<file path="config.mk">
export PLATFORM = sky130hd
export DESIGN_NAME = secp_eeprom_port
export DESIGN_NICKNAME = d
export VERILOG_FILES = /design/src/rtl/secp_eeprom_port.v /design/src/rtl/secp_timer.v
export VERILOG_INCLUDE_DIRS = /design/src /design/src/include
export SDC_FILE = /design/constraint.sdc
export NUM_CORES = 1
export LEC_CHECK = 0
export BUFFER_PORTS_ARGS = -buffer_cell sky130_fd_sc_hd__buf_2
export CORE_UTILIZATION = 40
export CTS_BUF_LIST = sky130_fd_sc_hd__clkbuf_8 sky130_fd_sc_hd__clkbuf_16
export DETAILED_ROUTE_END_ITERATION = 7
export GPL_TIMING_DRIVEN = 1
export SYNTH_ARGS = -nofsm -noshare
export SYNTH_HDL_FRONTEND = slang
export SYNTH_HIERARCHICAL = 1
export SYNTH_SLANG_ARGS = --single-unit
</file>
<file path="constraint.sdc">
create_clock -name clk -period 2.05 [get_ports clk]
set_clock_uncertainty 0.15 [all_clocks]
set_input_delay 0.1025 -clock clk [delete_from_list [all_inputs] [get_ports clk]]
set_output_delay 0.1025 -clock clk [all_outputs]
set_load 0.01 [all_outputs]
</file>
<file path="src/include/secp_defs.vh">
// constants for the serial eeprom command port
// assumes a 10 MHz clock and a plain strobe register port
// How it works
// RL1 - writing one to the busy bit starts the chosen command at the address
// RL2 - busy stays set until done, then self-clears; host leaves registers alone
// RL3 - write with no eeprom present keeps busy until timeout, then clears
// RL4 - code 000 reads, 011 writes, 111 reloads; other codes are reserved
// RL5 - read fetches the addressed byte into the data register
// RL6 - write stores the data byte at the addressed eeprom location
// RL7 - reload with no valid content fails and leaves loaded flag clear
// RL8 - after reload the device is not ready until loading ends
// RL9 - overflow flag sets when the loader reads past the last location
// RL10 - overflow flag clears on every loader restart, reload or reset
// RL11 - timeout flag sets when a write gets no completion within 30 ms
// RL12 - timeout also on missing acks, long clock stretch, no bus, bad command
// RL13 - timeout flag resets to zero and clears only on a written one
// RL14 - loaded flag sets only after a valid eeprom loads without error
// RL15 - loaded flag clears on reset and at the start of every reload
// RL16 - writing one to the loaded flag position clears it
// RL17 - 16-bit address field picks the location and resets to zero
// RL18 - data byte in bits 7:0, resets to zero, upper bits read zero
`ifndef SECP_DEFS_VH
`define SECP_DEFS_VH

`define SECP_AW             12
`define SECP_OFF_CMD        12'h1B4
`define SECP_OFF_DATA       12'h1B8
`define SECP_OFF_ISTAT      12'h1BC
`define SECP_OFF_IMASK      12'h1C0

`define SECP_BIT_BUSY       31
`define SECP_CMD_HI         30
`define SECP_CMD_LO         28
`define SECP_BIT_OVF        18
`define SECP_BIT_TMO        17
`define SECP_BIT_LOADED     16
`define SECP_ADDR_HI        15

`define SECP_OP_READ        3'h0
`define SECP_OP_WRITE       3'h3
`define SECP_OP_RELOAD      3'h7

`define SECP_RST_ADDR       16'h0000
`define SECP_RST_DATA       8'h00
`define SECP_RST_MASK       4'h0

`define SECP_IRQ_DONE       0
`define SECP_IRQ_TMO        1
`define SECP_IRQ_LOADED     2
`define SECP_IRQ_OVF        3

// 30 ms and 1.92 s counted at 10 MHz, sized to the timer width
`define SECP_T_WR_CYC       25'd300000
`define SECP_T_ACQ_CYC      25'd19200000
`define SECP_TW             25

`endif

</file>
<file path="src/rtl/secp_eeprom_port.v">
// command and data registers in front of the serial eeprom engine
// assumes the bus engine and config loader run on clk, no sync needed
//
// Decided for this implementation: the address-and-strobe port.
`timescale 1ns/1ns
`include "secp_defs.vh"
module secp_eeprom_port #(
	parameter [24:0] T_WR_CYC  = `SECP_T_WR_CYC,
	parameter [24:0] T_ACQ_CYC = `SECP_T_ACQ_CYC
) (
	input  wire                    clk,
	input  wire                    rst,
	input  wire [`SECP_AW-1:0]     reg_addr,
	input  wire [31:0]             reg_wdata,
	input  wire                    reg_wr,
	input  wire                    reg_rd,
	output reg  [31:0]             reg_rdata,
	output reg                     irq,
	output reg                     eng_req,
	output reg                     eng_write,
	output reg  [15:0]             eng_addr,
	output reg  [7:0]              eng_wdata,
	input  wire                    eng_gnt,
	input  wire                    eng_done,
	input  wire                    eng_nack,
	input  wire                    eng_scl_low,
	input  wire [7:0]              eng_rdata,
	output reg                     ldr_start,
	input  wire                    ldr_done,
	input  wire                    ldr_ok,
	input  wire                    ldr_overflow,
	output reg                     dev_ready
);
	localparam [1:0] ST_IDLE = 2'h0;
	localparam [1:0] ST_ACQ  = 2'h1;
	localparam [1:0] ST_XFER = 2'h2;
	localparam [1:0] ST_RLD  = 2'h3;

	function sel;
		input [`SECP_AW-1:0] a;
		input [`SECP_AW-1:0] off;
		begin
			sel = (a == off);
		end
	endfunction

	reg [1:0]  state_q;
	reg [1:0]  state_d;
	reg        busy_q;
	reg        busy_d;
	reg [2:0]  cmd_q;
	reg [15:0] addr_q;
	reg [7:0]  data_q;
	reg [7:0]  data_d;
	reg        tmo_q;
	reg        loaded_q;
	reg        ovf_q;
	reg [3:0]  istat_q;
	reg [3:0]  imask_q;
	reg        req_d;
	reg        start_ld;
	reg        ev_done;
	reg        ev_tmo;
	reg        ev_loaded;

	wire wr_cmd   = reg_wr && sel(reg_addr, `SECP_OFF_CMD);
	wire wr_data  = reg_wr && sel(reg_addr, `SECP_OFF_DATA);
	wire wr_mask  = reg_wr && sel(reg_addr, `SECP_OFF_IMASK);
	wire rd_istat = reg_rd && sel(reg_addr, `SECP_OFF_ISTAT);
	wire [2:0] wcmd = reg_wdata[`SECP_CMD_HI:`SECP_CMD_LO];
	wire start    = wr_cmd && reg_wdata[`SECP_BIT_BUSY] && !busy_q; // RL1
	wire wr_tmo;
	wire acq_tmo;

	// write counts the whole transfer; reads only count clock stretch
	wire wr_tmr_en  = (state_q == ST_XFER) && (eng_write || eng_scl_low);
	wire acq_tmr_en = (state_q == ST_ACQ);

	secp_timer #(
		.W     (`SECP_TW),
		.LIMIT (T_WR_CYC)
	) u_wr_tmr (
		.clk     (clk),
		.rst     (rst),
		.en      (wr_tmr_en),
		.expired (wr_tmo)
	); // RL11

	secp_timer #(
		.W     (`SECP_TW),
		.LIMIT (T_ACQ_CYC)
	) u_acq_tmr (
		.clk     (clk),
		.rst     (rst),
		.en      (acq_tmr_en),
		.expired (acq_tmo)
	); // RL12

	always @* begin
		state_d   = state_q;
		busy_d    = busy_q;
		data_d    = data_q;
		req_d     = eng_req;
		start_ld  = 1'b0;
		ev_done   = 1'b0;
		ev_tmo    = 1'b0;
		ev_loaded = 1'b0;
		case (state_q)
		ST_IDLE: begin
			if (start) begin
				case (wcmd) // RL4
				`SECP_OP_READ, `SECP_OP_WRITE: begin
					state_d = ST_ACQ;
					busy_d  = 1'b1; // RL2
					req_d   = 1'b1;
				end
				`SECP_OP_RELOAD: begin
					state_d  = ST_RLD;
					busy_d   = 1'b1;
					start_ld = 1'b1;
				end
				default: begin
					// reserved code: flag it, never go busy
					ev_tmo = 1'b1; // RL12
				end
				endcase
			end
		end
		ST_ACQ: begin
			if (eng_gnt) begin
				state_d = ST_XFER;
				req_d   = 1'b0;
			end else if (acq_tmo) begin
				state_d = ST_IDLE;
				busy_d  = 1'b0;
				req_d   = 1'b0;
				ev_tmo  = 1'b1; // RL12
			end
		end
		ST_XFER: begin
			if (eng_done) begin
				state_d = ST_IDLE;
				busy_d  = 1'b0; // RL2
				if (eng_nack)
					ev_tmo = 1'b1; // RL12
				else begin
					ev_done = 1'b1;
					if (!eng_write)
						data_d = eng_rdata; // RL5
				end
			end else if (wr_tmo) begin
				// absent eeprom on a write ends here (reads only time out on clock stretch), busy drops with the flag
				state_d = ST_IDLE;
				busy_d  = 1'b0; // RL3
				ev_tmo  = 1'b1; // RL11
			end
		end
		ST_RLD: begin
			if (ldr_done) begin
				state_d   = ST_IDLE;
				busy_d    = 1'b0;
				ev_done   = 1'b1;
				ev_loaded = ldr_ok; // RL7 RL14
			end
		end
		default: begin
			state_d = ST_IDLE;
			busy_d  = 1'b0;
		end
		endcase
		// host data writes are ignored while a command runs
		if (wr_data && !busy_q)
			data_d = reg_wdata[7:0];
	end

	always @(posedge clk) begin
		if (rst) begin
			state_q   <= ST_IDLE;
			busy_q    <= 1'b0;
			cmd_q     <= `SECP_OP_READ;
			addr_q    <= `SECP_RST_ADDR; // RL17
			data_q    <= `SECP_RST_DATA; // RL18
			eng_req   <= 1'b0;
			eng_write <= 1'b0;
			eng_addr  <= `SECP_RST_ADDR;
			eng_wdata <= `SECP_RST_DATA;
			ldr_start <= 1'b0;
			dev_ready <= 1'b1;
		end else begin
			state_q   <= state_d;
			busy_q    <= busy_d;
			data_q    <= data_d;
			eng_req   <= req_d;
			ldr_start <= start_ld;
			// command and address frozen while busy
			if (wr_cmd && !busy_q) begin
				cmd_q  <= wcmd;
				addr_q <= reg_wdata[`SECP_ADDR_HI:0];
			end
			if (start) begin
				eng_write <= (wcmd == `SECP_OP_WRITE);
				eng_addr  <= reg_wdata[`SECP_ADDR_HI:0]; // RL17
				eng_wdata <= data_q; // RL6
			end
			if (start_ld)
				dev_ready <= 1'b0; // RL8
			else if (state_q == ST_RLD && ldr_done)
				dev_ready <= 1'b1; // RL8
		end
	end

	// sticky flags; a hardware set beats a same-cycle clear
	always @(posedge clk) begin
		if (rst) begin
			tmo_q    <= 1'b0; // RL13
			loaded_q <= 1'b0; // RL15
			ovf_q    <= 1'b0; // RL10
		end else begin
			if (ev_tmo)
				tmo_q <= 1'b1; // RL11
			else if (wr_cmd && reg_wdata[`SECP_BIT_TMO])
				tmo_q <= 1'b0; // RL13
			if (ev_loaded)
				loaded_q <= 1'b1; // RL14
			else if (start_ld)
				loaded_q <= 1'b0; // RL15
			else if (wr_cmd && reg_wdata[`SECP_BIT_LOADED])
				loaded_q <= 1'b0; // RL16
			// failed reload just leaves the flag at its cleared value
			if (ldr_overflow && state_q == ST_RLD)
				ovf_q <= 1'b1; // RL9
			else if (start_ld)
				ovf_q <= 1'b0; // RL10
		end
	end

	// interrupt status clears on read, set wins over the read
	wire [3:0] iev = {ldr_overflow && (state_q == ST_RLD), ev_loaded,
		ev_tmo, ev_done};

	always @(posedge clk) begin
		if (rst) begin
			istat_q <= 4'h0;
			imask_q <= `SECP_RST_MASK;
			irq     <= 1'b0;
		end else begin
			istat_q <= (rd_istat ? 4'h0 : istat_q) | iev;
			if (wr_mask)
				imask_q <= reg_wdata[3:0];
			irq <= |(istat_q & imask_q);
		end
	end

	// read data stand in the cycle after the strobe only
	always @(posedge clk) begin
		if (rst)
			reg_rdata <= 32'h00000000;
		else if (reg_rd) begin
			if (sel(reg_addr, `SECP_OFF_CMD))
				reg_rdata <= {busy_q, cmd_q, 9'h000, ovf_q, tmo_q,
					loaded_q, addr_q};
			else if (sel(reg_addr, `SECP_OFF_DATA))
				reg_rdata <= {24'h000000, data_q}; // RL18
			else if (sel(reg_addr, `SECP_OFF_ISTAT))
				reg_rdata <= {28'h0000000, istat_q};
			else if (sel(reg_addr, `SECP_OFF_IMASK))
				reg_rdata <= {28'h0000000, imask_q};
			else
				reg_rdata <= 32'h00000000;
		end else
			reg_rdata <= 32'h00000000;
	end
endmodule // secp_eeprom_port

</file>
<file path="src/rtl/secp_timer.v">
// timeout counter used for the stretch, write and bus acquire limits
// assumes en is a same-clock level; dropping en restarts the count
`timescale 1ns/1ns
module secp_timer #(
	parameter W = 25,
	parameter [W-1:0] LIMIT = 25'd300000
) (
	input  wire         clk,
	input  wire         rst,
	input  wire         en,
	output reg          expired
);
	reg [W-1:0] cnt_q;

	// saturates at the limit so the pulse fires once per enabled stretch
	always @(posedge clk) begin
		if (rst || !en) begin
			cnt_q   <= {W{1'b0}};
			expired <= 1'b0;
		end else begin
			if (cnt_q != LIMIT)
				cnt_q <= cnt_q + {{(W-1){1'b0}}, 1'b1};
			expired <= (cnt_q == LIMIT - {{(W-1){1'b0}}, 1'b1});
		end
	end
endmodule // secp_timer

</file>
# ---- After elaboration in Yosys (flattened, before gate mapping)
# Cells that the tools add are included.
dict set report op_classes {
  n_addsub 2
  n_eq_ne 24
  n_mux 56
  bitwise 3
  n_reduce_logical 37
}
# operator n
set ops {}
lappend ops {{adder 25 x 1 -> 25 bit (second input constant)} 2}
lappend ops {{equality test 12 x 9 -> 1 bit (second input constant)} 4}
lappend ops {{2-to-1 mux 8 bit} 6}
lappend ops {{2-to-1 mux 1 bit} 34}
lappend ops {{2-to-1 mux 32 bit} 1}
lappend ops {{equality test 25 x 19 -> 1 bit (second input constant)} 1}
lappend ops {{equality test 25 bit (second input constant)} 1}
lappend ops {{inequality test 25 x 19 -> 1 bit (second input constant)} 1}
lappend ops {{inequality test 25 bit (second input constant)} 1}
lappend ops {{logical AND 1 bit} 13}
lappend ops {{2-to-1 mux 2 bit} 6}
lappend ops {{2-to-1 mux 4 bit} 3}
lappend ops {{nonzero test 2 bit} 6}
lappend ops {{inequality test 2 bit (second input constant)} 5}
lappend ops {{case mux 2 bit (4 select lines)} 1}
lappend ops {{AND reduction 4 bit} 2}
lappend ops {{inequality test 2 x 1 -> 1 bit (second input constant)} 3}
lappend ops {{AND reduction 6 bit} 1}
lappend ops {{AND reduction 5 bit} 1}
lappend ops {{OR reduction 5 bit} 1}
lappend ops {{AND 4 bit} 1}
lappend ops {{equality test 2 bit (second input constant)} 2}
lappend ops {{OR 4 bit} 1}
lappend ops {{case mux 1 bit (2 select lines)} 2}
lappend ops {{other kinds (18)} 23}
dict set report totals {
  regBits 154
  elab_cells 145
}

# ---- Logic depth before layout (Yosys ltp)
# Gate-level depths: netlist of the first run.
dict set report logic_depth {
  word_depth 8
  ltp_mapped 7
}

# ---- Cells and area by module
# The synthesis of the first run kept the hierarchy.
# module instances cells_each area_each_um2
set modules_own_cells {}
lappend modules_own_cells {secp_eeprom_port 1 442 3868.7}
lappend modules_own_cells {{secp_timer at u_wr_tmr} 1 156 1308.8}
lappend modules_own_cells {{secp_timer at u_acq_tmr} 1 146 1282.5}

# ---- Worst setup path before layout of the first run
# No wires, ideal clock.
dict set report synth_timing {
  kind {register to register}
  start {register busy_q}
  end {register busy_q}
  setup_time_ps 100
  arrival_ps 1670
  required_ps 1800
  path_slack_ps 130
  path_stages_with_launch 5
  synth_period_minus_slack_ps 1920
  cell_sequence {dfxtp_1 nand4bb_1 or2_2 or4_4 a2111oi_4}
}
dict set report synth_via {
  elab_chain_len 4
}
# item line_no
set synth_rtl {}
lappend synth_rtl {{start: declaration} secp_eeprom_port.v:49} ;# reg busy_q;
lappend synth_rtl {{start signal: assignment} secp_eeprom_port.v:191} ;# busy_q <= busy_d;
lappend synth_rtl {{zero test 1 bit} secp_eeprom_port.v:71} ;# wire start = wr_cmd && reg_wdata[`SECP_BIT_BUSY] && !busy_q;
lappend synth_rtl {{logical AND 1 bit} secp_eeprom_port.v:71}
lappend synth_rtl {{inequality test 2 bit (no line)} n/a}
lappend synth_rtl {{AND reduction 6 bit (no line)} n/a}
# Every way passes these cells.
# A chain may end at the register's enable or synchronous reset.

# ---- Final worst setup path of the first run
dict set report layout_timing {
  start {input port reg_wdata[28]}
  end {register busy_q}
}
dict set report layout_via {
  elab_chain_len 4
  elab_cells_between_ends 6
  cone_classes {eq/ne: 3; reduce/logical: 3}
}
# item line_no
set layout_rtl {}
lappend layout_rtl {{start: declaration} secp_eeprom_port.v:14} ;# input wire [31:0] reg_wdata,
lappend layout_rtl {{equality test 3 x 2 -> 1 bit (tied with other cells)} secp_eeprom_port.v:111} ;# case (wcmd)
lappend layout_rtl {{OR reduction 3 bit (no line) (*)} n/a}
lappend layout_rtl {{inequality test 2 bit (no line) (*)} n/a}
lappend layout_rtl {{AND reduction 6 bit (no line) (*)} n/a}
# Mark *: on every way between the ends. The rest lies on a longest branch, timed or not.

==> results.tsv, run 1 <==
metric	value	unit
status	complete, no violations	
cp_top_family	simple AND/OR/NAND/NOR gates	
grt_pass1_vias	5747	
drtIter0Drc	528	
p_leak	3.00	nW
ys_types	58	
cts_setup_buffers	0	
cp_num_cells	6	
yosysMostFrequentCell	dfxtp_1	
rr_startpoint	busy_q$_SDFFE_PP0P_	
drive_gt1_frac	0.209	
routed_wl	17600	um
routedWlPerCell	15.8	um
synth_area	6460	sq um
hold_path.class	primary input to flop	
cp.arrival	2.16	ns
hold_violations	0	
final.setup.tns	0	ns
cts_buffers	17	
ys_warn_count	6	
finalSetupViolations	0	
clk_path_buf_depth	2	
synth_area_leaders	dfxtp_1, a21oi_1, o21ai_0	
cp_num_buf_inv	2	
synth_top_area_share	0.449	
cap_violations	0	
cp_max_fo	2	
synth_edf_count	0	
pre_cts_ws	0.0902	ns
power_frac_comb	0.043	
grt_start_max_net_pins	50	
cts_tree	done	
design.final.nets	955	
place.port_buffers	104	
cts_root_buf	clkbuf_16	
ys_seq_area_frac	0.449	
cts_max_level	4	
powerDensity	741	nW/um^2
num_rows	46	
overflow	0	
antenna_left	0	
grt_usage	0.213	
dp_hpwl	12400	um
setup.worst_path.start	reg_wdata[28]	
ff2ff_path_depth	4	
syn_to_final_growth	27.5	%
finalCritPeriodShare	0.969	
grt_antenna_before_repair	0	
slowest_stage	dlygate4sd3_1	
cp_cell_sequence	dlygate4sd3_1, buf_2, or3_4, and3_1, or4_4, a2111oi_4	
synth_area_leader_cell	dfxtp_1	
grt_pass1_wl	27900	um
ys.flop_type	dfxtp_1	
power_switching	1.52	mW
p_clk_frac	0.495	
io_pins	124	
p_sw_frac	0.249	
slowest_delay	0.54	ns
vias	6209	
slew_headroom	0.655	
gp_congestion	0.914	
clock_sinks	145	
yosys_register_bits	145	
clock_latency	0.43	ns
worstMarginPinSlew	0.518	ns
holdPathStages	5	
core_area	15800	sq um
internal-power	4.58	mW
power	6.10	mW
antennaDiodeCount	0	
die_area	16700	sq um
ir_drop	0.581	mV
die_h	129	um
die_x	129	um
clkTransAtPathRegs	0.07	ns
cp-end-kind	flop	
critical_path_class	primary input to flop	
pwr-share-seq	0.461	
syn_avg_cell_area	8.68	sq um
required	2.22	ns
hold_start	eng_done	
async_flop_share	0	
drv_slew	0	
syn_inst	744	
max_freq	504	MHz
drc	0	
setup_ws	0.0642	ns
finalCriticalPeriod	1.99	ns
via_per_inst	5.56	
grt_setup_unrepaired	no	
start_kind	primary input	
ys_top_cells_by_count	dfxtp_1, a21oi_1, o21ai_0	
initial_core_util	0.408	
first_pass_iters	5	
==> kinds of logic after synthesis <==
logic type / Yosys count / share of synthesized area
mux: 9 / 0.0139
simple gates: 276 / 0.251
other cells: 1 / 0.000581
compound gates: 212 / 0.194
xor+xnor: 21 / 0.0285
flops: 145 / 0.449
buf+inv: 76 / 0.0546
fa+ha+maj: 4 / 0.00775
==> routing by layer <==
layer	vias up	global-route usage	routed length, um
li1	3022	-	-
met1	2947	0.266	7880
met2	205	0.362	8290
met3	35	0.0417	1050
met4	0	0.0865	395
met5	-	0	0
==> placed cells by master (no fill, tap or decap), types with 4 or more instances in the layout <==
cell type,netlist,final
nand2b_1,13,13
clkbuf_16,0,17
and2_1,19,19
buf_2,6,104
ha_1,4,4
a211oi_1,9,9
nor2_1,32,32
nor2b_1,5,4
nor4_1,10,10
nand2_1,24,24
inv_1,15,15
a22o_1,4,4
and4_1,12,12
conb_1,1,9
and3_1,10,10
nand4_1,27,27
nand3_1,62,62
a21oi_1,82,82
xor2_1,19,19
o21ai_0,74,74
dlygate4sd3_1,0,38
a32o_1,4,4
or3_1,15,14
or4_1,10,10
inv_8,0,4
mux2i_1,9,9
buf_4,10,35
nor3_1,17,17
o41ai_1,4,4
dfxtp_1,145,145
o31ai_1,12,12
a221o_1,4,4
==> sequential cells by signal (all words and copies together), names as in the netlist, 4 cells and up <==
register,count
eng_addr,16
u_wr_tmr/cnt_q,25
eng_wdata,8
u_acq_tmr/cnt_q,25
imask_q,4
reg_rdata,23
addr_q,16
istat_q,4
data_q,8
==> what timing repair did <==
item,in CTS,in global routing
hold endpoints to repair,62,0
hold buffers,38,0
endpoints found under the setup margin,0,2
resized for setup,0,2
==> power by group through the flow <==
stage | logic (mW) | registers (mW) | clock network, mW
CTS | 0.256 | 2.82 | 3.08
global route | 0.282 | 2.81 | 3.18
global placement | 0.198 | 2.88 | 0
floorplan | 0.0913 | 2.88 | 0
finish | 0.263 | 2.82 | 3.02
detailed placement | 0.198 | 2.88 | 0
==> metrics by stage <==
stage	utilization	cell area (sq um)	std cells	hold slack [ns]
after floorplan	-	6490	752	0.100
after global placement	0.459	7270	1047	0.230
after detailed placement	0.459	7270	1047	0.235
after CTS	0.520	8230	1117	0.0268
after global routing	0.521	8240	1117	0.0449
final	0.521	8240	1117	0.0235
==> area by class of cell <==
type                    count  area, sq um
fillers                  1473         7590
multi-input cells         531         3240
flip-flops and latches    145         2900
repair buffers            178         1180
clock buffers              18          439
well taps                 216          270
clock inverters            14          145
inverters                  15         56.3
==> worst min-delay path, delay by kind of cell <==
kind	cells	cell delay [ns]
buf+inv	1	0.11
simple gates	2	0.19
compound gates	2	0.14
==> worst paths after layout <==
| path | to | slack (ns) |
|---|---|---|
| setup / recovery | busy_q$_SDFFE_PP0P_ | 0.06 |
| hold / removal | istat_q[0]$_SDFF_PP0_ | 0.02 |
| setup reg to reg | busy_q$_SDFFE_PP0P_ | 0.12 |
| hold reg to reg | reg_rdata[10]$_SDFF_PP0_ | 0.30 |
Power figures use the tool's default switching activity.
==> run 2: changes to the inputs <==
Settings changed: SYNTH_HIERARCHICAL 1 to not set.
==> run 2 against run 1 <==
Compared with the run above: combinational power decreased by 11%; clock power increased by 5%; via count decreased by 11%; worst hold slack improved by 0.0030 ns; flip-flop and latch count unchanged; setup slack got worse by 0.039 ns; first-iteration DRC count decreased by 54%; critical path depth unchanged; die area decreased by 6.7%; total power increased by 2.0%.
==> results.tsv, run 2 <==
metric	value	unit
cp_top_family	simple AND/OR/NAND/NOR gates	
cts_tree	done	
slew_headroom	0.644	
syn_avg_cell_area	8.42	sq um
drv_slew	0	
dp_cells	1016	
synth_area	6020	sq um
synth_top_area_share	0.482	
ys_warn_count	0	
num_rows	44	
finalCriticalPeriod	2.02	ns
overflow	0	
ys_types	49	
drtIter0Drc	241	
cts_root_buf	clkbuf_16	
start_kind	flop	
ys_top_cells_by_count	dfxtp_1, nand2_1, nor2_1	
clock_sinks	145	
syn_inst	715	
pwr-share-seq	0.453	
grt_pass1_wl	25200	um
cap_violations	0	
holdPathStages	3	
grt_pass1_vias	5450	
cts_setup_buffers	0	
synth_area_leader_cell	dfxtp_1	
die_x	125	um
drc	0	
antenna_left	0	
routed_wl	15900	um
grt_setup_unrepaired	yes	
required	2.20	ns
ir_drop	0.643	mV
cp.arrival	2.17	ns
io_pins	124	
synth_area_leaders	dfxtp_1, nand2_1, a21oi_1	
vias	5531	
yosysMostFrequentCell	dfxtp_1	
ys_seq_area_frac	0.482	
power_frac_comb	0.038	
cp_num_cells	6	
fin_area	8150	sq um
finalCritPeriodShare	0.988	
async_flop_share	0	
setup.worst_path.start	busy_q$_SDFFE_PP0P_	
antennaDiodeCount	0	
grt_start_max_net_pins	28	
hold_start	rst	
final.setup.tns	0	ns
routedWlPerCell	14.6	um
ff2ff_path_depth	6	
hold_violations	0	
hold_path.class	primary input to flop	
finalSetupViolations	0	
die_area	15500	sq um
power_switching	1.25	mW
p_leak	3.03	nW
final_cells	1089	
status	complete, no violations	
internal-power	4.97	mW
core_area	14600	sq um
yosys_register_bits	145	
cts_buffers	17	
rr_startpoint	busy_q$_SDFFE_PP0P_	
via_per_inst	5.08	
dp_hpwl	10800	um
layout_commonest_cell	dfxtp_1	
die_h	125	um
design.final.nets	960	
max_freq	494	MHz
p_clk_frac	0.510	
cts_max_level	4	
cp-end-kind	flop	
fillers	1277	
grt_antenna_before_repair	0	
clk_path_buf_depth	2	
synth_edf_count	0	
cp_num_buf_inv	1	
cp_max_fo	11	
initial_core_util	0.413	
ys.flop_type	dfxtp_1	
final_cell_mix	dfxtp_1, nand2_1, buf_2	
place_area	6960	sq um
p_sw_frac	0.201	
clock_latency	0.42	ns
drive_gt1_frac	0.244	
gp_congestion	0.864	
first_pass_iters	5	
syn_to_final_growth	35.3	%
slowest_stage	or4bb_4	
worstMarginPinSlew	0.533	ns
powerDensity	764	nW/um^2
slowest_delay	0.53	ns
cp_cell_sequence	or4bb_4, nor4_4, nand2_1, buf_4, nand2_1, a21oi_2	
grt_usage	0.201	
top_regs	u_acq_tmr.cnt_q (25), u_wr_tmr.cnt_q (25), reg_rdata (23)	
path_common_cell	nand2_1	
place.port_buffers	104	
critical_path_class	flop to flop	
clkTransAtPathRegs	0.06	ns
power	6.22	mW
==> run 2: cell types whose count changed after synthesis, moves of 18 or more <==
cell     change
nand3_1     -33
nand2_1    +104
a21oi_1     -18
o21ai_0     -57
xnor2_1     +19
nor2_1      +46
==> run 2: power groups by stage <==
stage | Combinational, mW | Clock, mW | Sequential [mW]
CTS | 0.226 | 3.23 | 2.82
detailed placement | 0.170 | 0 | 2.88
floorplan | 0.0797 | 0 | 2.88
global placement | 0.168 | 0 | 2.88
finish | 0.234 | 3.17 | 2.82
global route | 0.253 | 3.37 | 2.82
==> run 2: timing repair <==
action | CTS | global route
hold endpoints to repair | 59 | 0
gates resized for setup | 0 | 32
endpoints found under the setup margin | 0 | 37
hold buffers | 39 | 0
==> run 2: per-layer routing <==
| layer | track usage | share of wire | vias up |
|---|---|---|---|
| met2 | 0.344 | 0.49 | 137 |
| met5 | 0 | 0 | - |
| li1 | - | - | 2786 |
| met3 | 0.0485 | 0.044 | 25 |
| met4 | 0.0815 | 0.020 | 0 |
| met1 | 0.240 | 0.44 | 2583 |
==> run 2: cell families after synthesis <==
| kind of cell | after synthesis | synth area share |
|---|---|---|
| other | 1 | 0.000623 |
| xor gates and xnor gates | 44 | 0.0640 |
| buffers and inverters | 53 | 0.0411 |
| DFF | 145 | 0.482 |
| and+or+nand+nor | 347 | 0.280 |
| muxes | 10 | 0.0166 |
| AOI/OAI and AO/OA | 111 | 0.107 |
| adders and majority gates | 4 | 0.00831 |
==> run 2: worst register-to-register path: stages (launching register included) <==
cell and delay (ns):
dfxtp_2 0.32, or4bb_4 0.53, nor4_4 0.32, nand2_1 0.19, buf_4 0.23, nand2_1 0.11, a21oi_2 0.06
==> run 2: final timing paths <==
kind / slack, ns / to
max: 0.03 / eng_addr[3]$_SDFFE_PP0P_
min: 0.03 / state_q[1]$_SDFFE_PP0P_
max reg2reg: 0.03 / eng_addr[3]$_SDFFE_PP0P_
min reg2reg: 0.29 / addr_q[9]$_SDFFE_PP0P_
==> run 2: final cells by class <==
type	count	area [sq um]	share of cell area
clock buffers	18	439	0.0539
clock inverters	13	170	0.0209
inverters	11	41.3	0.00507
multi-input cells	525	3020	0.371
flip-flops and latches	145	2900	0.357
well taps	184	230	0.0283
repair buffers	193	1340	0.164
==> run 2: stage by stage <==
step	hold WS (ns)	setup WS [ns]	utilization
6_report	0.0266	0.0254	0.558
5_1_grt	0.0458	-0.0845	0.558
4_1_cts	0.0169	0.0146	0.546
3_5_place_dp	0.221	0.0198	0.477
3_3_place_gp	0.214	0.0581	0.477
2_1_floorplan	0.0930	0.00903	-
==> run 3: changes to the inputs <==
Settings changed: SLEW_MARGIN set to 20.
Clock period 2.05 ns to 2.38 ns, I/O delays scaled along.
==> run 3 against run 2 <==
Compared with the run above: worst hold slack gained 0.0045 ns; utilization shrank 2.1 points; critical path depth grew 3; first-iteration DRC count grew 3.3%; sequential share of layout area grew 1.4 points; largest power group unchanged; setup slack gained 0.17 ns; critical endpoint is now dev_ready$_SDFFE_PP1P_; sequential power shrank 14%; highest routed layer unchanged; register-to-register slack gained 0.25 ns; largest cell class is now sequential cells; flip-flop and latch count is the same; routed wire length shrank 3.2%; clock-buffer cell count is the same.
==> results.tsv, run 3 (same netlist as run 2, synthesis figures left out) <==
metric	value	unit
cts_buffers	17	
num_rows	44	
drtIter0Drc	249	
cp_top_family	buffers and inverters	
clock_sinks	145	
cts_max_level	4	
clkTransAtPathRegs	0.06	ns
seqCellArea	2900	sq um
r2r_setup_slack	0.28	ns
layout_commonest_cell	dfxtp_1	
cp_max_fo	13	
multi_input_area	2900	sq um
grt_antenna_before_repair	0	
grt_start_max_net_pins	49	
start_kind	primary input	
via_per_inst	5.17	
finalSetupViolations	0	
drv_slew	0	
required	2.52	ns
critical_path_class	primary input to flop	
hold_path.class	primary input to flop	
grt_setup_unrepaired	no	
routedWlPerCell	14.4	um
die_area	15500	sq um
cp_cell_sequence	dlygate4sd3_1, buf_2, or4bb_1, nor4_4, buf_4, nand2_1, buf_4, nor2_1, o21ai_0	
top_regs	u_acq_tmr.cnt_q (25), u_wr_tmr.cnt_q (25), reg_rdata (23)	
final_cell_mix	dfxtp_1, nand2_1, buf_2	
hold_violations	0	
cp-end-kind	flop	
clock_latency	0.42	ns
p_leak	2.90	nW
cap_violations	0	
max_freq	458	MHz
antenna_left	0	
die_h	125	um
antennaDiodeCount	0	
cts_root_buf	clkbuf_16	
routed_wl	15400	um
setup_ws	0.199	ns
gp_congestion	0.850	
cts_tree	done	
final_cells	1067	
worstMarginPinSlew	0.694	ns
overflow	0	
clk_path_buf_depth	2	
dp_hpwl	10900	um
powerDensity	704	nW/um^2
initial_core_util	0.413	
design.final.nets	937	
grt_usage	0.206	
slew_headroom	0.526	
slowest_stage	dlygate4sd3_1	
hold_slack	0.0311	ns
status	complete, no violations	
slowest_delay	0.53	ns
cp.arrival	2.33	ns
syn_to_final_growth	30.2	%
drc	0	
fillers	1350	
vias	5512	
drive_gt1_frac	0.197	
core_area	14600	sq um
ir_drop	0.630	mV
path_common_cell	buf_4	
place.port_buffers	104	
cp_num_buf_inv	4	
grt_pass1_vias	5456	
io_pins	124	
dp_cells	997	
pre_cts_ws	0.275	ns
grt_pass1_wl	26000	um
finalCritPeriodShare	0.916	
die_x	125	um
finalCriticalPeriod	2.18	ns
cts_resized	0	
first_pass_iters	5	
final.setup.tns	0	ns
## run 3: cell types whose count changed in the layout (fill, tap and decap cells not counted), sizes merged
cell / delta
clkbuf: -2
clkinv: +2
buf: -20
dlygate4sd3: -1
clkinvlp: -2
bufinv: +1
## run 3: worst register-to-register path: stages, from the launching register on
cell     delay, ns
dfxtp_1       0.43
and3_1        0.20
or3b_2        0.57
nor4_1        0.41
xnor2_1       0.18
nor2_1        0.06
## run 3: what timing repair did
item / in CTS / in global routing
hold endpoints to repair: 65 / 0
buffers inserted: 0 / 0
hold buffers: 38 / 0
## run 3: worst paths after layout
| kind | startpoint | endpoint | cells past startpoint |
|---|---|---|---|
| worst min register to register | ovf_q$_SDFFE_PP0P_ | reg_rdata[18]$_SDFF_PP0_ | 1 |
| worst max register to register | u_wr_tmr.cnt_q[10]$_SDFFE_PP0P_ | u_wr_tmr.cnt_q[19]$_SDFFE_PP0P_ | 5 |
| worst min-delay path | reg_wdata[31] | ldr_start$_SDFF_PP0_ | 4 |
| worst max-delay path | reg_wr | dev_ready$_SDFFE_PP1P_ | 9 |
## run 3: metrics by stage
step	util	area [sq um]	total power [mW]
2_1_floorplan	-	6050	2.55
3_3_place_gp	0.466	6810	2.62
3_5_place_dp	0.466	6810	2.62
4_1_cts	0.537	7840	5.57
5_1_grt	0.537	7840	5.70
6_report	0.537	7840	5.52
## run 3: cell type report
type	count	share of cell area
Clock inverter	14	0.0270
Inverter	11	0.00527
Tap cell	184	0.0294
Timing Repair Buffer	170	0.142
Multi-Input combinational cell	525	0.370
Sequential cell	145	0.370
Clock buffer	18	0.0560
## run 3: report_power, final
group          internal [mW]  switching, mW  total [mW]
sequential              2.43      0.0000603        2.43
combinational         0.0936         0.0990       0.193
clock                   1.88           1.01        2.90
total                   4.41           1.11        5.52
## run 3: metal layers
metal  up-vias  wire length [um]  global-route usage
met4         0               178              0.0581
met2       146              7440               0.348
met3        16               733              0.0511
li1       2734                 -                   -
met1      2616              7050               0.258
met5         -                 0                   0
